File: src/ncwt_map.vh
// register offsets, field positions and constants of the codeword transfer block
`ifndef NCWT_MAP_VH
`define NCWT_MAP_VH
`define NCWT_OFF_FLASH_CONTROL_REG      12'h000
`define NCWT_OFF_ECC_CONTROL_REG     12'h004
`define NCWT_OFF_MTCFG      12'h008
`define NCWT_OFF_PAGE_ADDR  12'h00C
`define NCWT_OFF_SPARE_ADDR 12'h010
`define NCWT_OFF_CUR_PAGE   12'h014
`define NCWT_OFF_CUR_SPARE  12'h018
`define NCWT_OFF_BCHST0     12'h150
`define NCWT_OFF_BCHST15    12'h18C
`define NCWT_OFF_SPARE_A    12'h200
`define NCWT_OFF_SPARE_B    12'h204
`define NCWT_OFF_RAND_CFG   12'h208
`define NCWT_OFF_SEED_ST    12'h20C
`define NCWT_FL_START       0
`define NCWT_FL_CWN_LO      5
`define NCWT_FL_MANAGED     11
`define NCWT_FL_STXFER      19
`define NCWT_FL_DONE        20
`define NCWT_FL_HALF        21
`define NCWT_FL_MCWN_LO     22
`define NCWT_BCH_HALF       16
`define NCWT_MT_MASTER      2
`define NCWT_RND_EN         31
`define NCWT_SEED_RDY       5
`define NCWT_SEED_ERR_LO    3
`define NCWT_SEED_FAIL      2
`define NCWT_SEED_DONE      1
`define NCWT_SEED_ERRF      0
`define NCWT_BCHST_RDY      31
`define NCWT_UNIT_FULL      32'h0000_0400
`define NCWT_UNIT_HALF      32'h0000_0200
`define NCWT_SPARE_STRIDE_NARROW   32'h0000_0004
`define NCWT_SPARE_STRIDE_WIDE     32'h0000_0008
`define NCWT_SPARE_RESET    32'hFFFF_FFFF
`endif

File: src/ncwt_core.v
// codeword transfer sequencer with apb registers and ecc status capture
`timescale 1ns/1ps
`default_nettype none
`include "ncwt_map.vh"
// Function
// seed status bit 5 reads 1 once seed ecc status is valid
// seed status bits 4:3 give seed bit error count
// seed status bits 2,1,0 are fail, done and error-found flags
// 16 status registers hold 32 codeword statuses, first has ready bit
// control bit 19 writes each codeword status beside spare; software uses stride 8
// spare register a/b serve buffer 0/1: supply on encode, capture on decode
// master config bit 2 picks slave (0) or bus master (1) transfer
// slave mode software fills/fetches buffers itself; master registers ignored
// slave mode codeword count from control bits 6:5, at most 2
// master mode codeword count from control bits 27:22, at most 32
// control bit 20 goes high when transfer completes, either mode
// master mode software programs both start addresses before operation
// master mode page and spare regions contiguous, stepped per codeword
// page stride 1024 unless managed and half select, then 512
// spare stride 4 when bit 19 clear, 8 when set
// raw device: ecc control bit 16 picks 1024 or 512 byte codeword
// full codeword moves and codes 1024 page bytes plus spare
// half codeword moves 512 bytes, ecc still on 1024 unit
// half mode software pads first 512 bytes with 0xff
// randomizer not allowed in half codeword mode
// managed device: control bit 21 picks 1024 or 512 byte codeword
// flash pins: two chip selects, latches, strobes, 8-bit data, ready
// bit 11 clear means raw using ecc bit 16, set means managed using bit 21
// done flag cleared when a new transfer starts
module ncwt_core
(
  // apb slave
  input  wire        pclk,
  input  wire        presetn,
  input  wire        psel,
  input  wire        penable,
  input  wire        pwrite,
  input  wire [11:0] paddr,
  input  wire [31:0] pwdata,
  output reg  [31:0] prdata,
  output reg         pready,
  output reg         pslverr,
  // ecc engine results, one pulse per codeword
  input  wire        ecc_valid,
  input  wire [15:0] ecc_status,
  input  wire        seed_valid,
  input  wire [1:0]  seed_err_cnt,
  input  wire        seed_fail,
  input  wire        seed_errf,
  // per codeword handshake from the flash byte engine
  input  wire        cw_done,
  input  wire [7:0]  flash_data_in,
  input  wire        flash_dqs_in,
  input  wire        flash_rdy,
  // flash pins
  output reg         chip_select0_n,
  output reg         chip_select1_n,
  output reg         flash_ale,
  output reg         flash_cle,
  output reg         flash_wrn,
  output reg         flash_rdn,
  output reg  [7:0]  flash_data_out,
  output reg         flash_data_oe,
  output reg         flash_dqs_out,
  output reg         flash_dqs_oe,
  // codeword engine controls
  output reg         cw_start,
  output reg  [10:0] cw_page_bytes,
  output reg         cw_half_pad,
  output reg  [31:0] cw_page_addr,
  output reg  [31:0] cw_spare_addr,
  output reg         cw_master,
  output reg         cw_buf_sel,
  output reg  [31:0] cw_spare_tx,
  output reg         cw_status_wr,
  output reg         rand_active
);

  localparam [2:0] ST_IDLE = 3'b001;
  localparam [2:0] ST_RUN  = 3'b010;
  localparam [2:0] ST_WAIT = 3'b100;

  reg [31:0] flash_control_reg;
  reg [31:0] ecc_control_reg;
  reg [31:0] master_transfer_config;
  reg [31:0] page_region_start;
  reg [31:0] spare_region_start;
  reg [31:0] spare_buffer_a;
  reg [31:0] spare_buffer_b;
  reg [31:0] rand_cfg_reg;
  reg [5:0]  seed_st_reg;
  reg [15:0] cw_status_mem [0:31];
  reg        status_ready_reg;
  reg [2:0]  state_reg;
  reg [5:0]  cw_total_reg;
  reg [5:0]  cw_idx_reg;
  reg [31:0] rdata_next;
  integer    i;

  // writes commit on the edge that ends the access, with pready high;
  // read data is latched one edge earlier so it stands when pready is seen
  wire wr_en = psel & penable & pwrite & pready;
  wire rd_en = psel & penable & ~pwrite & ~pready;
  wire start_req = wr_en && paddr == `NCWT_OFF_FLASH_CONTROL_REG && pwdata[`NCWT_FL_START];
  wire is_status = paddr >= `NCWT_OFF_BCHST0 && paddr <= `NCWT_OFF_BCHST15;
  wire op_busy = state_reg != ST_IDLE;

  // effective half codeword: managed uses bit 21, raw uses ecc bit 16
  function half_sel;
    input [31:0] fl;
    input [31:0] bc;
    begin
      half_sel = fl[`NCWT_FL_MANAGED] ? fl[`NCWT_FL_HALF] : bc[`NCWT_BCH_HALF];
    end
  endfunction

  // page stride halves only with managed device select and half select bit 21
  function [31:0] page_stride;
    input [31:0] fl;
    begin
      if (fl[`NCWT_FL_MANAGED] && fl[`NCWT_FL_HALF])
        page_stride = `NCWT_UNIT_HALF;
      else
        page_stride = `NCWT_UNIT_FULL;
    end
  endfunction

  function [31:0] spare_stride;
    input [31:0] fl;
    begin
      spare_stride = fl[`NCWT_FL_STXFER] ? `NCWT_SPARE_STRIDE_WIDE : `NCWT_SPARE_STRIDE_NARROW;
    end
  endfunction

  // status word number from byte address; base is not on a 64-byte boundary
  function [3:0] status_word;
    input [11:0] a;
    reg   [11:0] rel;
    begin
      rel         = a - `NCWT_OFF_BCHST0;
      status_word = rel[5:2];
    end
  endfunction

  always @*
  begin
    rdata_next = 32'h0000_0000;
    if (is_status && paddr[1:0] == 2'b00)
    begin
      // two codewords per word; first word also carries ready
      rdata_next = {cw_status_mem[{status_word(paddr), 1'b1}],
                    cw_status_mem[{status_word(paddr), 1'b0}]};
      if (paddr == `NCWT_OFF_BCHST0)
        rdata_next[`NCWT_BCHST_RDY] = status_ready_reg;
    end
    else
    begin
      case (paddr)
        `NCWT_OFF_FLASH_CONTROL_REG:      rdata_next = flash_control_reg;
        `NCWT_OFF_ECC_CONTROL_REG:     rdata_next = ecc_control_reg;
        `NCWT_OFF_MTCFG:      rdata_next = master_transfer_config;
        `NCWT_OFF_PAGE_ADDR:  rdata_next = page_region_start;
        `NCWT_OFF_SPARE_ADDR: rdata_next = spare_region_start;
        `NCWT_OFF_CUR_PAGE:   rdata_next = cw_page_addr;
        `NCWT_OFF_CUR_SPARE:  rdata_next = cw_spare_addr;
        `NCWT_OFF_SPARE_A:    rdata_next = spare_buffer_a;
        `NCWT_OFF_SPARE_B:    rdata_next = spare_buffer_b;
        `NCWT_OFF_RAND_CFG:   rdata_next = rand_cfg_reg;
        `NCWT_OFF_SEED_ST:    rdata_next = {26'h0, seed_st_reg};
        default:              rdata_next = 32'h0000_0000;
      endcase
    end
  end

  wire addr_known = is_status ||
                    paddr <= `NCWT_OFF_CUR_SPARE ||
                    (paddr >= `NCWT_OFF_SPARE_A && paddr <= `NCWT_OFF_SEED_ST);

  // apb: one wait state, pready pulses in the second access cycle
  always @(posedge pclk or negedge presetn)
  begin
    if (!presetn)
    begin
      pready  <= 1'b0;
      pslverr <= 1'b0;
      prdata  <= 32'h0000_0000;
    end
    else
    begin
      pready  <= psel & penable & ~pready;
      pslverr <= psel & penable & ~pready & ~(addr_known && paddr[1:0] == 2'b00);
      if (rd_en)
        prdata <= rdata_next;
    end
  end

  // software registers and sequencer
  always @(posedge pclk or negedge presetn)
  begin
    if (!presetn)
    begin
      flash_control_reg      <= 32'h0000_0000;
      ecc_control_reg        <= 32'h0000_0000;
      master_transfer_config <= 32'h0000_0000;
      page_region_start      <= 32'h0000_0000;
      spare_region_start     <= 32'h0000_0000;
      spare_buffer_a         <= `NCWT_SPARE_RESET;
      spare_buffer_b         <= `NCWT_SPARE_RESET;
      rand_cfg_reg           <= 32'h0000_0000;
      seed_st_reg            <= 6'h00;
      status_ready_reg       <= 1'b0;
      state_reg              <= ST_IDLE;
      cw_total_reg           <= 6'h00;
      cw_idx_reg             <= 6'h00;
      cw_start               <= 1'b0;
      cw_page_bytes          <= 11'h400;
      cw_half_pad            <= 1'b0;
      cw_page_addr           <= 32'h0000_0000;
      cw_spare_addr          <= 32'h0000_0000;
      cw_master              <= 1'b0;
      cw_buf_sel             <= 1'b0;
      cw_spare_tx            <= 32'h0000_0000;
      cw_status_wr           <= 1'b0;
      rand_active            <= 1'b0;
      for (i = 0; i < 32; i = i + 1)
        cw_status_mem[i] <= 16'h0000;
    end
    else
    begin
      cw_start     <= 1'b0;
      cw_status_wr <= 1'b0;
      if (wr_en)
      begin
        case (paddr)
          `NCWT_OFF_FLASH_CONTROL_REG:
          begin
            // done bit is hardware owned; start self clears
            flash_control_reg <= {pwdata[31:21], 1'b0, pwdata[19:1], 1'b0};
          end
          `NCWT_OFF_ECC_CONTROL_REG:     ecc_control_reg <= pwdata;
          `NCWT_OFF_MTCFG:      master_transfer_config <= pwdata;
          `NCWT_OFF_PAGE_ADDR:  page_region_start <= pwdata;
          `NCWT_OFF_SPARE_ADDR: spare_region_start <= pwdata;
          `NCWT_OFF_SPARE_A:    spare_buffer_a <= pwdata;
          `NCWT_OFF_SPARE_B:    spare_buffer_b <= pwdata;
          `NCWT_OFF_RAND_CFG:   rand_cfg_reg <= pwdata;
          default:              ;
        endcase
      end
      // seed decode result; flags are read only and replaced per seed
      if (seed_valid)
        seed_st_reg <= {1'b1, seed_err_cnt, seed_fail, 1'b1, seed_errf};
      case (state_reg)
        ST_IDLE:
        begin
          if (start_req && state_reg == ST_IDLE)
          begin
            state_reg        <= ST_RUN;
            cw_idx_reg       <= 6'h00;
            status_ready_reg <= 1'b0;
            seed_st_reg      <= 6'h00;
            cw_master        <= master_transfer_config[`NCWT_MT_MASTER];
            if (master_transfer_config[`NCWT_MT_MASTER])
            begin
              // zero field means the full 32 codewords
              cw_total_reg  <= pwdata[27:22] == 6'h00 ? 6'h1F : pwdata[27:22] - 6'h01;
              cw_page_addr  <= page_region_start;
              cw_spare_addr <= spare_region_start;
            end
            else
            begin
              // slave mode limited to the two internal buffers
              cw_total_reg  <= pwdata[6:5] >= 2'b10 ? 6'h01 : 6'h00;
              cw_page_addr  <= 32'h0000_0000;
              cw_spare_addr <= 32'h0000_0000;
            end
          end
        end
        ST_RUN:
        begin
          cw_start      <= 1'b1;
          cw_buf_sel    <= cw_idx_reg[0];
          cw_spare_tx   <= cw_idx_reg[0] ? spare_buffer_b : spare_buffer_a;
          cw_half_pad   <= half_sel(flash_control_reg, ecc_control_reg);
          cw_page_bytes <= half_sel(flash_control_reg, ecc_control_reg) ?
                           11'h200 : 11'h400;
          // randomizer forced off with half codewords
          rand_active   <= rand_cfg_reg[`NCWT_RND_EN] & cw_master &
                           ~half_sel(flash_control_reg, ecc_control_reg);
          state_reg     <= ST_WAIT;
        end
        ST_WAIT:
        begin
          if (cw_done)
          begin
            // cap keeps an oversized count inside the 32 status slots
            if (cw_idx_reg >= cw_total_reg || cw_idx_reg == 6'h1F)
            begin
              flash_control_reg[`NCWT_FL_DONE] <= 1'b1;
              status_ready_reg <= 1'b1;
              state_reg <= ST_IDLE;
            end
            else
            begin
              cw_idx_reg <= cw_idx_reg + 6'h01;
              if (cw_master)
              begin
                cw_page_addr  <= cw_page_addr + page_stride(flash_control_reg);
                cw_spare_addr <= cw_spare_addr + spare_stride(flash_control_reg);
              end
              state_reg <= ST_RUN;
            end
          end
        end
        default: state_reg <= ST_IDLE;
      endcase
      if (ecc_valid && state_reg == ST_WAIT)
      begin
        cw_status_mem[cw_idx_reg[4:0]] <= ecc_status;
        // status goes out next to spare when enabled
        cw_status_wr <= cw_master & flash_control_reg[`NCWT_FL_STXFER];
        if (!cw_master)
        begin
          // decode captures spare bytes into the buffer's register
          if (cw_idx_reg[0])
            spare_buffer_b <= {flash_data_in, flash_data_in, flash_data_in, flash_data_in};
          else
            spare_buffer_a <= {flash_data_in, flash_data_in, flash_data_in, flash_data_in};
        end
      end
    end
  end

  // flash pins idle in the deselected state; byte engine owns real cycles
  always @(posedge pclk or negedge presetn)
  begin
    if (!presetn)
    begin
      chip_select0_n <= 1'b1;
      chip_select1_n <= 1'b1;
      flash_ale      <= 1'b0;
      flash_cle      <= 1'b0;
      flash_wrn      <= 1'b1;
      flash_rdn      <= 1'b1;
      flash_data_out <= 8'hFF;
      flash_data_oe  <= 1'b0;
      flash_dqs_out  <= 1'b0;
      flash_dqs_oe   <= 1'b0;
    end
    else
    begin
      // selects follow the sequencer, so the one picked by control bit 1 stays low between codewords
      chip_select0_n <= ~op_busy | flash_control_reg[1];
      chip_select1_n <= ~op_busy | ~flash_control_reg[1];
      flash_ale      <= 1'b0;
      flash_cle      <= 1'b0;
      flash_wrn      <= ~(cw_start & flash_rdy);
      flash_rdn      <= 1'b1;
      flash_data_out <= cw_spare_tx[7:0];
      flash_data_oe  <= cw_start & flash_rdy;
      // async byte interface never drives the strobe
      flash_dqs_out  <= 1'b0;
      flash_dqs_oe   <= 1'b0;
    end
  end

  wire unused_ok = flash_dqs_in;

endmodule
`default_nettype wire

File: config.mk
export PLATFORM = sky130hd
export DESIGN_NAME = ncwt_core
export DESIGN_NICKNAME = d
export VERILOG_FILES = /design/src/ncwt_core.v
export VERILOG_INCLUDE_DIRS = /design/src
export SDC_FILE = /design/constraint.sdc
export NUM_CORES = 2
export LEC_CHECK = 0
export ABC_CLOCK_PERIOD_IN_PS = 3600
export BUFFER_PORTS_ARGS = -buffer_cell sky130_fd_sc_hd__buf_2
export CORE_ASPECT_RATIO = 2
export CORE_MARGIN = 2
export CORE_UTILIZATION = 40
export CTS_CLUSTER_DIAMETER = 150
export DETAILED_ROUTE_END_ITERATION = 7
export HOLD_SLACK_MARGIN = 0.06
export PLACE_DENSITY = 0.57
export SYNTH_ARGS = -nofsm -noshare
export SYNTH_HDL_FRONTEND = slang
export SYNTH_SLANG_ARGS = --single-unit
File: constraint.sdc
create_clock -name pclk -period 3.6 [get_ports pclk]
set_input_delay 0.72 -clock pclk [delete_from_list [all_inputs] [get_ports pclk]]
set_output_delay 0.72 -clock pclk [all_outputs]
set_load 0.02 [all_outputs]
# ---- Word level (Yosys, flattened, before mapping)
# Index checks and enable logic that the tools add are counted.
dict set report word_totals {
  wordCells 220
  output_inout_bits 164
  in_bits 82
  reg_bits 948
}
dict set report classes {
  reduce_logical 28
  n_lt_le_gt_ge 11
  n_bitwise 23
  add_sub_neg 5
  n_mux 68
  eq_ne 21
}
# op n
set ops {}
lappend ops {{32-bit two-way mux} 26}
lappend ops {{512-bit bitwise mux} 1}
lappend ops {{32-bit one-hot mux with 11 select lines} 1}
lappend ops {{16-bit binary-select mux with 5-bit select} 2}
lappend ops {{32-bit one-hot mux with 2 select lines} 2}
lappend ops {{16-bit demux with 5-bit select} 1}
lappend ops {{16-bit two-way mux} 5}
lappend ops {{12-bit by 10-bit == test with 1-bit output (second input constant)} 4}
lappend ops {{6-bit two-way mux} 8}
lappend ops {{21-bit two-way mux} 2}
lappend ops {{12-bit by 5-bit == test with 1-bit output (second input constant)} 3}
lappend ops {{32-bit adder} 1}
lappend ops {{32-bit by 4-bit adder with 32-bit output} 1}
lappend ops {{12-bit by 4-bit == test with 1-bit output (second input constant)} 2}
lappend ops {{11-bit two-way mux} 2}
lappend ops {{6-bit >= comparator (second input constant)} 3}
lappend ops {{5-bit NOT with 6-bit output} 3}
lappend ops {{2-bit AND reduction} 8}
lappend ops {{12-bit by 3-bit == test with 1-bit output (second input constant)} 1}
lappend ops {{12-bit by 9-bit == test with 1-bit output (second input constant)} 1}
lappend ops {{12-bit by 10-bit >= comparator with 1-bit output (second input constant)} 1}
lappend ops {{12-bit by 9-bit >= comparator with 1-bit output (second input constant)} 1}
lappend ops {{12-bit by 10-bit less-or-equal comparator with 1-bit output (second input constant)} 1}
lappend ops {{12-bit by 5-bit less-or-equal comparator with 1-bit output (second input constant)} 1}
lappend ops {{32 further kinds} 75}

# ---- Depth between registers and ports, before layout
dict set report logic_depth {
  word_depth 11
  ltp_mapped 13
  mapped_depth_nobuf 11
}

# ---- Worst setup path after synthesis
# Ideal clock, no wire load.
dict set report synth_path {
  path_kind {input to register}
  from {input paddr[4]}
  to {register master_transfer_config[10]}
  stages 12
  slack_ns -0.165
  required_ns 3.475
  t_arrival_ns 3.640
  setup_ns 0.125
  n_path_buf 5
  cell_sequence {clkbuf_1 > inv_1 > buf_1 > buf_1 > ha_1 > or4b_1 > nor4_2 > and2_1 > buf_4 > nand2_4 > buf_2 > mux2_2}
}
dict set report synth_via {
  elab_chain_len 2
}
# element line_no
set synth_lines {}
lappend synth_lines {{start, declared} ncwt_core.v:38} ;# input wire [11:0] paddr,
lappend synth_lines {{12-bit by 4-bit == test with 1-bit output} ncwt_core.v:234} ;# case (paddr)
lappend synth_lines {{2-bit AND reduction (no source line)} n/a}
lappend synth_lines {{end signal, assigned} ncwt_core.v:241} ;# `NCWT_OFF_MTCFG: master_transfer_config <= pwdata;
lappend synth_lines {{end, declared} ncwt_core.v:85} ;# reg [31:0] master_transfer_config;
# No other way between the ends.
# A chain may end at the register's enable or synchronous reset.

# ---- Worst setup path after layout
dict set report layout_path {
  from {register cw_idx_reg[2]}
  to {register cw_page_addr[29]}
}
dict set report layout_via {
  elab_chain_len 4
  word_cells_on_any_way 5
  cone_classes {1 x order compare; 2 x eq/ne; 2 x reduce/logical}
}
# element line_no
set layout_lines {}
lappend layout_lines {{start, declared} ncwt_core.v:96} ;# reg [5:0] cw_idx_reg;
lappend layout_lines {{start signal, assigned} ncwt_core.v:305} ;# cw_idx_reg <= cw_idx_reg + 6'h01;
lappend layout_lines {{6-bit >= comparator / 6-bit by 5-bit == test with 1-bit output (equally long branches)} ncwt_core.v:297} ;# if (cw_idx_reg >= cw_total_reg || cw_idx_reg == 6'h1F)
lappend layout_lines {{1-bit logical OR (*)} ncwt_core.v:297}
lappend layout_lines {{2-bit != test (no source line) (*)} n/a}
lappend layout_lines {{5-bit AND reduction (no source line) (*)} n/a}
lappend layout_lines {{end signal, assigned} ncwt_core.v:267} ;# cw_page_addr <= page_region_start;
lappend layout_lines {{end signal, assigned} ncwt_core.v:308} ;# cw_page_addr <= cw_page_addr + page_stride(flash_control_reg);
lappend layout_lines {{end, declared} ncwt_core.v:70} ;# output reg [31:0] cw_page_addr,
# Mark *: on every way between the ends. The rest lies on a longest branch, timed or not.

==> flow_summary.ini <==
[run_status]
status = finished with violations
violations = DRC

[yosys]
ys_top_cells_by_area = dfrtp_1 49%, mux2_2 18%, dfstp_2 4.6%, mux4_2 4.4%, mux2i_1 3.3%
ys_ff_latch = 938
synth_fa_ha_area_share_pct = 0.599
yosysWarnings = 0
synth.distinct_cells = 81
synth_edf_count = 0
yosys.area_share.simple_pct = 6.93
synth_top_area_share_pct = 48.7
ys_seq_area_share_pct = 53.2
synth_xor_area_share_pct = 0.0989
synth_top_family_by_area = multiplexers
synth_area_leader_cell = dfrtp_1
synth_area_mm2 = 0.0443
synth_compound_area_share_pct = 10.0
synth-async-reset-ratio_pct = 100
synthCells = 3627
synth.area.mux_share_pct = 25.8
syn_avg_cell_area_um2 = 12.2
synthFlopType = dfrtp_1

[critical_path]
critPathArrivalTime_ns = 3.96
end_kind = register
reg2regPathDepth = 7
start_kind = register
r2r-end = cw_page_addr[29]
cp_max_fo = 17
r2r-start = cw_idx_reg[2]
cp.required_ns = 4.18
path_class = reg -> reg
rrSetupSlack_ns = 0.21

[clocking]
cts_tree = yes
cts_resized = 0
root_buffer = clkbuf_16
postCtsSetupRepairBufs = 0
cts.sinks = 938
cts_hold_buf = 0
clockBufferDepth = 3
path_clk_slew_ns = 0.07
cts-buffers-inserted = 85
htreeDepth = 3
clk_latency_ns = 0.71

[routing]
vias = 32494
drc = 2
wire_per_inst_um = 30.8
ant_nets = 0
drt-total-wl_mm = 165
viasPerCell = 6.07
drtPass1Iterations = 8
drt_iter0_drc = 2728

[timing]
worstMarginPinSlew_ns = 1.44
holdWs_ns = 0.0759
finClkSkew_ns = 0.0293
rsz0062_at_grt = false
slew_headroom_pct = 2.69
setup_tns_ns = 0
period_share_pct = 94.1
min_period_ns = 3.39
slew_violations = 0
finalSetupViolCount = 0
fmax_ghz = 0.295
hold_viol_final = 0

[floorplanning]
dieArea_mm2 = 0.114
ios = 246
dieWidth_um = 239
core_area_mm2 = 0.110
initial_core_util_pct = 40.3
rows = 172
fp.dieH_um = 474

[layout]
final_common_cell = dfrtp_1
mostFrequentLayoutCells = 860 x dfrtp_1, 708 x mux2_2, 358 x nand2_1
fin_util_pct = 46.7
final_area_mm2 = 0.0512
n_fill_cell = 10070
syn2layout_area_growth_pct = 15.8
largest-register = cw_status_mem
drive_gt1_share_pct = 38.3
fin_nets = 3982
largest_reg_flops = 512

[job]
max_cap_violations = 0

[power_and_ir_drop]
power.static_leakage_nw = 24.2
total_power_mw = 22.6
ir_drop_uv = 339
p_per_area_mw_per_mm2 = 442

[global_route]
gr-usage-all-layers_pct = 29.2
grt_overflow = 0
antenna_found_initial = 12
grt_pass1_wl_mm = 237
grt_max_degree = 91
grt_pass1_vias = 32938

[min_path]
hold_class = in -> async

[place]
dp_hpwl_mm = 117
placed_cell_area_mm2 = 0.0482
gp_congestion = 0.979
port_buffers = 230
-- per-layer routing --
metal | GRT usage [%] | up-vias | wire length, um
met4 | 24.8 | 18 | 16600
met5 | 0 | - | 120
li1 | - | 13809 | -
met2 | 49.5 | 1307 | 80800
met3 | 6.25 | 487 | 10000
met1 | 30.7 | 16873 | 57200
-- critical path, stage by stage (launching register included) --
cell and delay, ns:
dfrtp_1 0.61, ha_1 0.33, a211o_1 0.29, a31oi_1 0.21, o21ai_0 0.40, o21ai_2 1.00
buf_4 0.31, a32oi_1 0.10
-- worst max-delay path by stage --
stage	start	to	slack [ns]
detailed placement	paddr[5]	prdata[2]	-0.06
global placement	paddr[5]	prdata[2]	-0.05
finish	cw_idx_reg[2]	cw_page_addr[29]	0.21
global route	cw_idx_reg[2]	cw_page_addr[22]	0.06
floorplan	paddr[4]	master_transfer_config[10]	0.11
CTS	cw_idx_reg[2]	cw_page_addr[29]	0.23
-- power breakdown --
part / total (mW) / internal, mW / switching [mW]
clock network: 9.96 / 5.62 / 4.34
registers: 10.9 / 10.8 / 0.175
logic: 1.75 / 0.500 / 1.25
total: 22.6 / 16.9 / 5.76
-- logic make-up (layout without fill, tap and decap cells) --
family          after synthesis  in the layout
xor+xnor                      5              5
other cells                   2             21
buf+inv                     348            660
flops                       938            938
fa+ha+maj                    20             20
compound gates              683            683
mux                         945            945
simple gates                686            686
-- synth_stat cells, types with 18 or more instances --
cell      number
a31oi_1      106
nor2_1       142
mux4_2        87
inv_1         38
nand2_1      359
buf_4         22
mux2_2       708
o21ai_0      172
dfrtp_1      861
a22oi_1       48
a21oi_1      132
dfstp_2       77
o22ai_1       26
clkbuf_1     238
buf_2         36
ha_1          18
a221oi_1      21
nand3_1       42
o221ai_1      30
mux2i_1      148
nor3_1        33
-- metrics by stage --
| step | worst slack [ns] | cells |
|---|---|---|
| 3_5_place_dp | -0.0604 | 5185 |
| 2_1_floorplan | 0.112 | 3639 |
| 4_1_cts | 0.231 | 5343 |
| 5_1_grt | 0.0620 | 5347 |
| 3_3_place_gp | -0.0531 | 5185 |
| 6_report | 0.213 | 5350 |
-- cell type report --
| class | count | area, um^2 | share of cell area (%) |
|---|---|---|---|
| clock buffer | 125 | 2520 | 4.91 |
| inverter | 38 | 143 | 0.278 |
| timing repair buffer | 464 | 3370 | 6.58 |
| sequential | 938 | 23600 | 46.0 |
| tap | 1392 | 1740 | 3.40 |
| antenna | 7 | 17.5 | 0.0342 |
| multi-input combinational | 2353 | 19400 | 37.8 |
| clock inverter | 33 | 495 | 0.967 |
Power figures use the tool's default switching activity.
